==> src/pwm_ovd_pkg.sv <==
// Purpose: Shared constants for the PWM override and duty register block
// Assumes: AHB-Lite slave with 32-bit data, one word per register
// Notes: Offsets are byte addresses, decoded on haddr[7:0]
package pwm_ovd_pkg;

    // ------------------------------------------------------------
    // Geometry
    // ------------------------------------------------------------
    localparam int NUM_GEN = 4;
    localparam int DUTY_W = 16;

    // ------------------------------------------------------------
    // Register offsets
    // ------------------------------------------------------------
    localparam logic [7:0] OFS_OVERRIDE = 8'h00;
    localparam logic [7:0] OFS_DUTY_ONE = 8'h04;
    localparam logic [7:0] OFS_DUTY_TWO = 8'h08;
    localparam logic [7:0] OFS_DUTY_THREE = 8'h0C;
    localparam logic [7:0] OFS_DUTY_FOUR = 8'h10;
    localparam logic [7:0] OFS_FAULT_CTRL = 8'h14;
    localparam logic [7:0] OFS_STATUS = 8'h18;

    // ------------------------------------------------------------
    // Reset values
    // ------------------------------------------------------------
    localparam logic [15:0] OVERRIDE_RESET = 16'hFF00;
    localparam logic [15:0] DUTY_RESET = 16'h0000;
    localparam logic [23:0] FAULT_CTRL_RESET = 24'h00_0000;

    // ------------------------------------------------------------
    // Field positions
    // ------------------------------------------------------------
    localparam int OVD_SEL_LSB = 8;
    localparam int MAN_LVL_LSB = 0;
    localparam int FB_EN_LSB = 0;
    localparam int FA_EN_LSB = 4;
    localparam int FB_VAL_LSB = 8;
    localparam int FA_VAL_LSB = 16;
    localparam int STAT_FA_BIT = 8;
    localparam int STAT_FB_BIT = 9;

    // Writable bit masks
    localparam logic [31:0] MASK_HALF = 32'h0000_FFFF;
    localparam logic [31:0] MASK_FAULT = 32'h00FF_FFFF;
    localparam logic [31:0] MASK_NONE = 32'h0000_0000;

endpackage

==> src/pwm_pin_select.sv <==
// Purpose: One generator: compare, override choice and fault forcing
// Assumes: Time base count comes from logic on the same clock
// Notes: Pins are active high; in generator mode low pin is complement of high
`timescale 1ns/1ps
`default_nettype none
module pwm_pin_select (
    input wire logic hclk,
    input wire logic hresetn,
    input wire logic [15:0] duty,
    input wire logic [15:0] count,
    input wire logic ovd_high,
    input wire logic ovd_low,
    input wire logic man_high,
    input wire logic man_low,
    input wire logic fault_a_act,
    input wire logic fault_b_act,
    input wire logic fa_val_high,
    input wire logic fa_val_low,
    input wire logic fb_val_high,
    input wire logic fb_val_low,
    output logic pin_high,
    output logic pin_low
);

    // ------------------------------------------------------------
    // Pin selection
    // ------------------------------------------------------------
    wire logic raw_high;
    wire logic raw_low;
    wire logic sel_high;
    wire logic sel_low;
    wire logic next_high;
    wire logic next_low;

    // No dead time here; the gate driver stage must supply it
    assign raw_high = duty > count;
    assign raw_low = ~raw_high;
    assign sel_high = ovd_high ? raw_high : man_high;
    assign sel_low = ovd_low ? raw_low : man_low;
    // Fault A checked first so it outranks fault B
    assign next_high = fault_a_act ? fa_val_high : (fault_b_act ? fb_val_high : sel_high);
    assign next_low = fault_a_act ? fa_val_low : (fault_b_act ? fb_val_low : sel_low);

    always_ff @(posedge hclk or negedge hresetn) begin
        if (!hresetn) begin
            pin_high <= 1'b0;
            pin_low <= 1'b0;
        end else begin
            pin_high <= next_high;
            pin_low <= next_low;
        end
    end

endmodule
`default_nettype wire

==> src/pwm_override_top.sv <==
// Purpose: PWM pin override and duty registers behind an AHB-Lite slave
// Assumes: Fault pins are asynchronous and active high
// Notes: Zero wait states; unmapped reads return zero
//
// Register access over AHB-Lite and the register offsets were decided locally.
`timescale 1ns/1ps
`default_nettype none
module pwm_override_top (
    input wire logic hclk,
    input wire logic hresetn,
    input wire logic hsel,
    input wire logic [31:0] haddr,
    input wire logic [1:0] htrans,
    input wire logic hwrite,
    input wire logic [2:0] hsize,
    input wire logic [31:0] hwdata,
    input wire logic hready,
    output logic [31:0] hrdata,
    output logic hreadyout,
    output logic hresp,
    input wire logic [15:0] time_base_count,
    input wire logic fault_a_in,
    input wire logic fault_b_in,
    output logic [3:0] generator_high_output,
    output logic [3:0] generator_low_output
);

    // ------------------------------------------------------------
    // Decoding helpers
    // ------------------------------------------------------------
    function automatic logic [31:0] write_mask(input logic [7:0] a);
        if (a == pwm_ovd_pkg::OFS_FAULT_CTRL) begin
            return pwm_ovd_pkg::MASK_FAULT;
        end else if (a == pwm_ovd_pkg::OFS_OVERRIDE || a == pwm_ovd_pkg::OFS_DUTY_ONE
                || a == pwm_ovd_pkg::OFS_DUTY_TWO || a == pwm_ovd_pkg::OFS_DUTY_THREE
                || a == pwm_ovd_pkg::OFS_DUTY_FOUR) begin
            return pwm_ovd_pkg::MASK_HALF;
        end else begin
            return pwm_ovd_pkg::MASK_NONE;
        end
    endfunction

    // ------------------------------------------------------------
    // Bus slave
    // ------------------------------------------------------------
    logic wr_pend;
    logic [7:0] wr_addr;
    logic [15:0] pwm_pin_override_control;
    logic [15:0] duty [4];
    logic [23:0] fault_ctrl;
    logic fa_meta;
    logic fa_sync;
    logic fb_meta;
    logic fb_sync;
    wire logic take;
    wire logic take_rd;
    wire logic [7:0] rd_addr;
    wire logic fwd;
    wire logic [31:0] stored;
    wire logic [31:0] status;
    wire logic [31:0] next_rdata;

    assign hreadyout = 1'b1;
    assign hresp = 1'b0;
    assign take = hsel && htrans[1] && hready;
    assign take_rd = take && !hwrite;
    assign rd_addr = haddr[7:0];
    assign status = {22'h00_0000, fb_sync, fa_sync,
        generator_high_output[3], generator_low_output[3],
        generator_high_output[2], generator_low_output[2],
        generator_high_output[1], generator_low_output[1],
        generator_high_output[0], generator_low_output[0]};
    assign stored = (rd_addr == pwm_ovd_pkg::OFS_OVERRIDE) ? {16'h0000, pwm_pin_override_control}
        : (rd_addr == pwm_ovd_pkg::OFS_DUTY_ONE) ? {16'h0000, duty[0]}
        : (rd_addr == pwm_ovd_pkg::OFS_DUTY_TWO) ? {16'h0000, duty[1]}
        : (rd_addr == pwm_ovd_pkg::OFS_DUTY_THREE) ? {16'h0000, duty[2]}
        : (rd_addr == pwm_ovd_pkg::OFS_DUTY_FOUR) ? {16'h0000, duty[3]}
        : (rd_addr == pwm_ovd_pkg::OFS_FAULT_CTRL) ? {8'h00, fault_ctrl}
        : (rd_addr == pwm_ovd_pkg::OFS_STATUS) ? status : 32'h0000_0000;
    // A read right behind a write sees the new value, not the stale one
    assign fwd = wr_pend && (wr_addr == rd_addr) && (write_mask(rd_addr) != 32'h0000_0000);
    assign next_rdata = fwd ? (hwdata & write_mask(rd_addr)) : stored;

    always_ff @(posedge hclk or negedge hresetn) begin
        if (!hresetn) begin
            wr_pend <= 1'b0;
            wr_addr <= 8'h00;
            hrdata <= 32'h0000_0000;
        end else begin
            wr_pend <= take && hwrite;
            if (take) begin
                wr_addr <= haddr[7:0];
            end
            if (take_rd) begin
                hrdata <= next_rdata;
            end
        end
    end

    // ------------------------------------------------------------
    // Registers
    // ------------------------------------------------------------
    always_ff @(posedge hclk or negedge hresetn) begin
        if (!hresetn) begin
            pwm_pin_override_control <= pwm_ovd_pkg::OVERRIDE_RESET;
            fault_ctrl <= pwm_ovd_pkg::FAULT_CTRL_RESET;
        end else if (wr_pend) begin
            if (wr_addr == pwm_ovd_pkg::OFS_OVERRIDE) begin
                pwm_pin_override_control <= hwdata[15:0];
            end
            if (wr_addr == pwm_ovd_pkg::OFS_FAULT_CTRL) begin
                fault_ctrl <= hwdata[23:0];
            end
        end
    end

    generate
        for (genvar g = 0; g < pwm_ovd_pkg::NUM_GEN; g++) begin : g_duty
            localparam logic [7:0] OFS = pwm_ovd_pkg::OFS_DUTY_ONE + 8'(4 * g);
            always_ff @(posedge hclk or negedge hresetn) begin
                if (!hresetn) begin
                    duty[g] <= pwm_ovd_pkg::DUTY_RESET;
                end else if (wr_pend && wr_addr == OFS) begin
                    duty[g] <= hwdata[15:0];
                end
            end
        end
    endgenerate

    // ------------------------------------------------------------
    // Fault input synchronisers
    // ------------------------------------------------------------
    always_ff @(posedge hclk or negedge hresetn) begin
        if (!hresetn) begin
            fa_meta <= 1'b0;
            fa_sync <= 1'b0;
            fb_meta <= 1'b0;
            fb_sync <= 1'b0;
        end else begin
            fa_meta <= fault_a_in;
            fa_sync <= fa_meta;
            fb_meta <= fault_b_in;
            fb_sync <= fb_meta;
        end
    end

    // ------------------------------------------------------------
    // Generators
    // ------------------------------------------------------------
    wire logic [3:0] fa_act;
    wire logic [3:0] fb_act;
    wire logic [7:0] ovd_sel;
    wire logic [7:0] man_lvl;
    wire logic [7:0] fa_val;
    wire logic [7:0] fb_val;

    assign fa_act = fault_ctrl[pwm_ovd_pkg::FA_EN_LSB +: 4] & {4{fa_sync}};
    assign fb_act = fault_ctrl[pwm_ovd_pkg::FB_EN_LSB +: 4] & {4{fb_sync}};
    assign ovd_sel = pwm_pin_override_control[pwm_ovd_pkg::OVD_SEL_LSB +: 8];
    assign man_lvl = pwm_pin_override_control[pwm_ovd_pkg::MAN_LVL_LSB +: 8];
    assign fa_val = fault_ctrl[pwm_ovd_pkg::FA_VAL_LSB +: 8];
    assign fb_val = fault_ctrl[pwm_ovd_pkg::FB_VAL_LSB +: 8];

    generate
        for (genvar g = 0; g < pwm_ovd_pkg::NUM_GEN; g++) begin : g_gen
            // Bit 2g+1 is the high pin, bit 2g the low pin
            pwm_pin_select u_sel (
                .hclk(hclk),
                .hresetn(hresetn),
                .duty(duty[g]),
                .count(time_base_count),
                .ovd_high(ovd_sel[2 * g + 1]),
                .ovd_low(ovd_sel[2 * g]),
                .man_high(man_lvl[2 * g + 1]),
                .man_low(man_lvl[2 * g]),
                .fault_a_act(fa_act[g]),
                .fault_b_act(fb_act[g]),
                .fa_val_high(fa_val[2 * g + 1]),
                .fa_val_low(fa_val[2 * g]),
                .fb_val_high(fb_val[2 * g + 1]),
                .fb_val_low(fb_val[2 * g]),
                .pin_high(generator_high_output[g]),
                .pin_low(generator_low_output[g])
            );
        end
    endgenerate
endmodule
`default_nettype wire

==> config.mk <==
export PLATFORM = sky130hd
export DESIGN_NAME = pwm_override_top
export DESIGN_NICKNAME = d
export VERILOG_FILES = /design/src/pwm_ovd_pkg.sv /design/src/pwm_pin_select.sv /design/src/pwm_override_top.sv
export SDC_FILE = /design/constraint.sdc
export NUM_CORES = 1
export LEC_CHECK = 0
export ABC_AREA = 1
export BUFFER_PORTS_ARGS = -buffer_cell sky130_fd_sc_hd__clkbuf_2
export CORE_ASPECT_RATIO = 0.8
export CORE_MARGIN = 2
export CORE_UTILIZATION = 60
export CTS_BUF_LIST = sky130_fd_sc_hd__clkbuf_8
export DETAILED_ROUTE_END_ITERATION = 8
export PLACE_DENSITY = 0.93
export SLEW_MARGIN = 20
export SYNTH_ARGS = -nofsm -noshare
export SYNTH_HDL_FRONTEND = slang
export SYNTH_SLANG_ARGS = --single-unit
==> constraint.sdc <==
create_clock -name hclk -period 2.2 [get_ports hclk]
set_input_delay 0.55 -clock hclk [delete_from_list [all_inputs] [get_ports hclk]]
set_output_delay 0.55 -clock hclk [all_outputs]
set_load 0.1 [all_outputs]
==> results.md <==
* Status: finished clean
* Setup total negative slack at 0 ns
* Layout Skew at 0.0126 ns
* Power Dens Cells at 734 nW/um^2
* Final hold vios at 0
* VDD IR max at 0.507 mV
* Buf/Inv on CP at 1
* WP data required at 1.65 ns
* Rel. slew slack at 63.7%
* Yosys Warn Count at 0
* CTS sink cnt at 149
* Hold depth at 1
* Die H at 114 um
* IO Count at 134
* Worst R2R Start: duty[31]$_DFFE_PN0P_
* Levels on crit path at 1
* Pin count of the biggest net entering global routing at 50
* Hold Startpoint: fault_b_in
* Synth cell count leaders: nand2_1, dfrtp_1, inv_1
* Logic gate share of total power at 21.5%
* CP cell instances: clkbuf_2
* Initial antenna violation count at 0
* Routed vias/inst at 5.73
* Cell Area, Synth at 9010 um^2
* Slew @ Worst Pin at 0.547 ns
* Reg power frac at 46.1%
* Core area at 14900 um^2
* WL/cell at 16.6 um
* Mean Syn Cell Area at 7.29 um^2
* Global-route wire length before repair at 41300 um
* Worst-path clk slew at 0.09 ns
* Finish-stage setup viols at 0
* Max-cap violations at 0
* Post-layout minimum cycle time at 1.91 ns
* Layout Nets at 1476
* Dpl cell area at 9730 um^2
* Worst setup EP type: output port
* Critical Path AT at 1.36 ns
* Slowest CP cell: clkbuf_2
* Fin crit share at 86.8%
* Min-Delay Path Class: in -> reg
* Drt first-iter violations at 847
* Gp weighted congestion at 0.992
* Worst hold endpoint: fb_meta$_DFF_PN0_
* Drt drc at 0
* Clk root buf: clkbuf_8
* DP HPWL at 18400 um
* Initial core utilization at 60.6%
* Unrepaired setup endpoints after global routing: false
* Num rows at 40
* Share of layout cells above drive strength 1 at 13.8%
* Vias in the first global route at 8326
* WS Path Type: reg -> out
* Clock power frac at 32.4%
* Sw Ratio at 35.8%
* Global route overflow at 0
* Largest cells by area after synthesis: dfrtp_1, nand2_1, ha_1
* Layout area overhead at 12.9%
* Drt pass-1 iters at 9
* Max frequency at 524 MHz
* Sw power at 2.67 mW
* Bufs on Longest Clock Path at 2
* EDFF count, synth at 0
* Slew Limit Fails at 0
* H-tree levels at 4
* FF-to-FF path depth at 8
* Post-synth cell types at 32
* Top cell type by total area after synthesis: dfrtp_1
* CP top delay family: buffers and inverters
* Die area at 16000 um^2
* IO Port Bufs at 87
* DR vias at 8727
* CTS tree: built
* Most used standard cell by instance count after synthesis: nand2_1
* Share of the synthesized area in the top cell type at 39.2%
* Reg-to-Reg End: g_gen[2].u_sel.pin_low$_DFF_PN0_
* DRT antenna net count at 0
* Asr flop ratio synth at 100%
* Worst Path Max Fanout at 2
* Ys flop type: dfrtp_1
* Antenna cells at 0
* Post-Synthesis Cells at 1237
* Post-CTS Repair Setup Buffers at 0
* Reg2reg setup slack at 0.36 ns
* Yosys reg bits at 149
* Worst skew pair latency at 0.48 ns
* Power after layout at 7.47 mW
* Post-route cell area at 10200 um^2
* Post-synthesis sequential area ratio at 41.5%
* Drt total wl at 25300 um
* Critical path's largest stage delay at 0.48 ns
* CTS Buf Count at 17
* Startpoint types: flop
* Pint at 4.80 mW
* GRT Util Overall at 33.0%
* Leakage at 5.79 nW
* Die Span X at 141 um
repair_timing:
action / CTS / global route
endpoints found under the setup margin: 0 / 0
endpoints found under the hold margin: 18 / 0
resized for setup: 0 / 0
hold buffers: 1 / 0
layout by cell type (no fill, tap or decap), drive strengths merged, types with 29 or more instances in the layout:
| cell type | instances |
|---|---|
| buf | 29 |
| inv | 142 |
| ha | 64 |
| dfrtp | 141 |
| a21oi | 36 |
| clkbuf | 103 |
| o21ai | 123 |
| nand3 | 101 |
| nand2 | 404 |
| nor2 | 113 |
sequential cells by signal, indices dropped and copies added (netlist names):
signal                    cells
pwm_pin_override_control     16
fb_meta                       1
wr_addr                       8
g_gen.u_sel.pin_low           4
g_gen.u_sel.pin_high          4
fa_meta                       1
wr_pend                       1
hrdata                       24
fb_sync                       1
fa_sync                       1
fault_ctrl                   24
duty                         64
layout make-up:
type | instances | area [um^2]
inverters | 133 | 499
flip-flops and latches | 149 | 3740
clock buffers | 17 | 234
fillers | 1104 | 4690
repair buffers | 116 | 762
clock inverters | 15 | 209
well taps | 189 | 236
multi-input cells | 903 | 4500
metal layers:
| layer | vias to the layer above | share of wire, % | global-route usage (%) | routed length (um) |
|---|---|---|---|---|
| met3 | 124 | 10 | 6.93 | 2550 |
| li1 | 4091 | - | - | - |
| met5 | - | 0 | 0 | 0 |
| met1 | 3971 | 39 | 42.6 | 9890 |
| met4 | 0 | 4.7 | 18.0 | 1190 |
| met2 | 541 | 46 | 52.6 | 11700 |
through the flow:
stage | hold slack (ns) | setup slack [ns] | cells | utilization, %
2_1_floorplan | 0.254 | 0.337 | 1245 | -
3_3_place_gp | 0.334 | 0.0731 | 1489 | 65.4
3_5_place_dp | 0.348 | 0.0599 | 1489 | 65.4
4_1_cts | 0.173 | 0.302 | 1522 | 68.5
5_1_grt | 0.166 | 0.258 | 1522 | 68.5
6_report | 0.182 | 0.290 | 1522 | 68.5
kinds of logic (layout without fill, tap and decap cells):
group	count (synthesis)	count (layout)	synth area share (%)
compound gates	169	169	9.66
xor+xnor	2	2	0.194
fa+ha+maj	64	64	8.89
buf+inv	193	281	8.93
flops	149	149	41.5
mux	8	8	1.00
other cells	2	10	0.0833
simple gates	650	650	29.8
power groups by stage:
stage / Clock, mW / Combinational (mW) / Sequential (mW)
floorplan: 0 / 1.13 / 3.44
global placement: 0 / 1.48 / 3.46
detailed placement: 0 / 1.57 / 3.48
CTS: 2.42 / 1.59 / 3.43
global route: 2.53 / 1.81 / 3.48
finish: 2.42 / 1.61 / 3.45
how the worst max path moves through the flow:
stage	start	end	slack, ns
global route	duty[15]$_DFFE_PN0P_	g_gen[3].u_sel.pin_low$_DFF_PN0_	0.26
global placement	haddr[7]	hrdata[8]$_DFFE_PN0P_	0.07
CTS	g_gen[0].u_sel.pin_high$_DFF_PN0_	generator_high_output[0]	0.30
finish	g_gen[0].u_sel.pin_high$_DFF_PN0_	generator_high_output[0]	0.29
detailed placement	haddr[7]	hrdata[8]$_DFFE_PN0P_	0.06
floorplan	haddr[7]	hrdata[22]$_DFFE_PN0P_	0.34
Power figures use the tool's default switching activity.
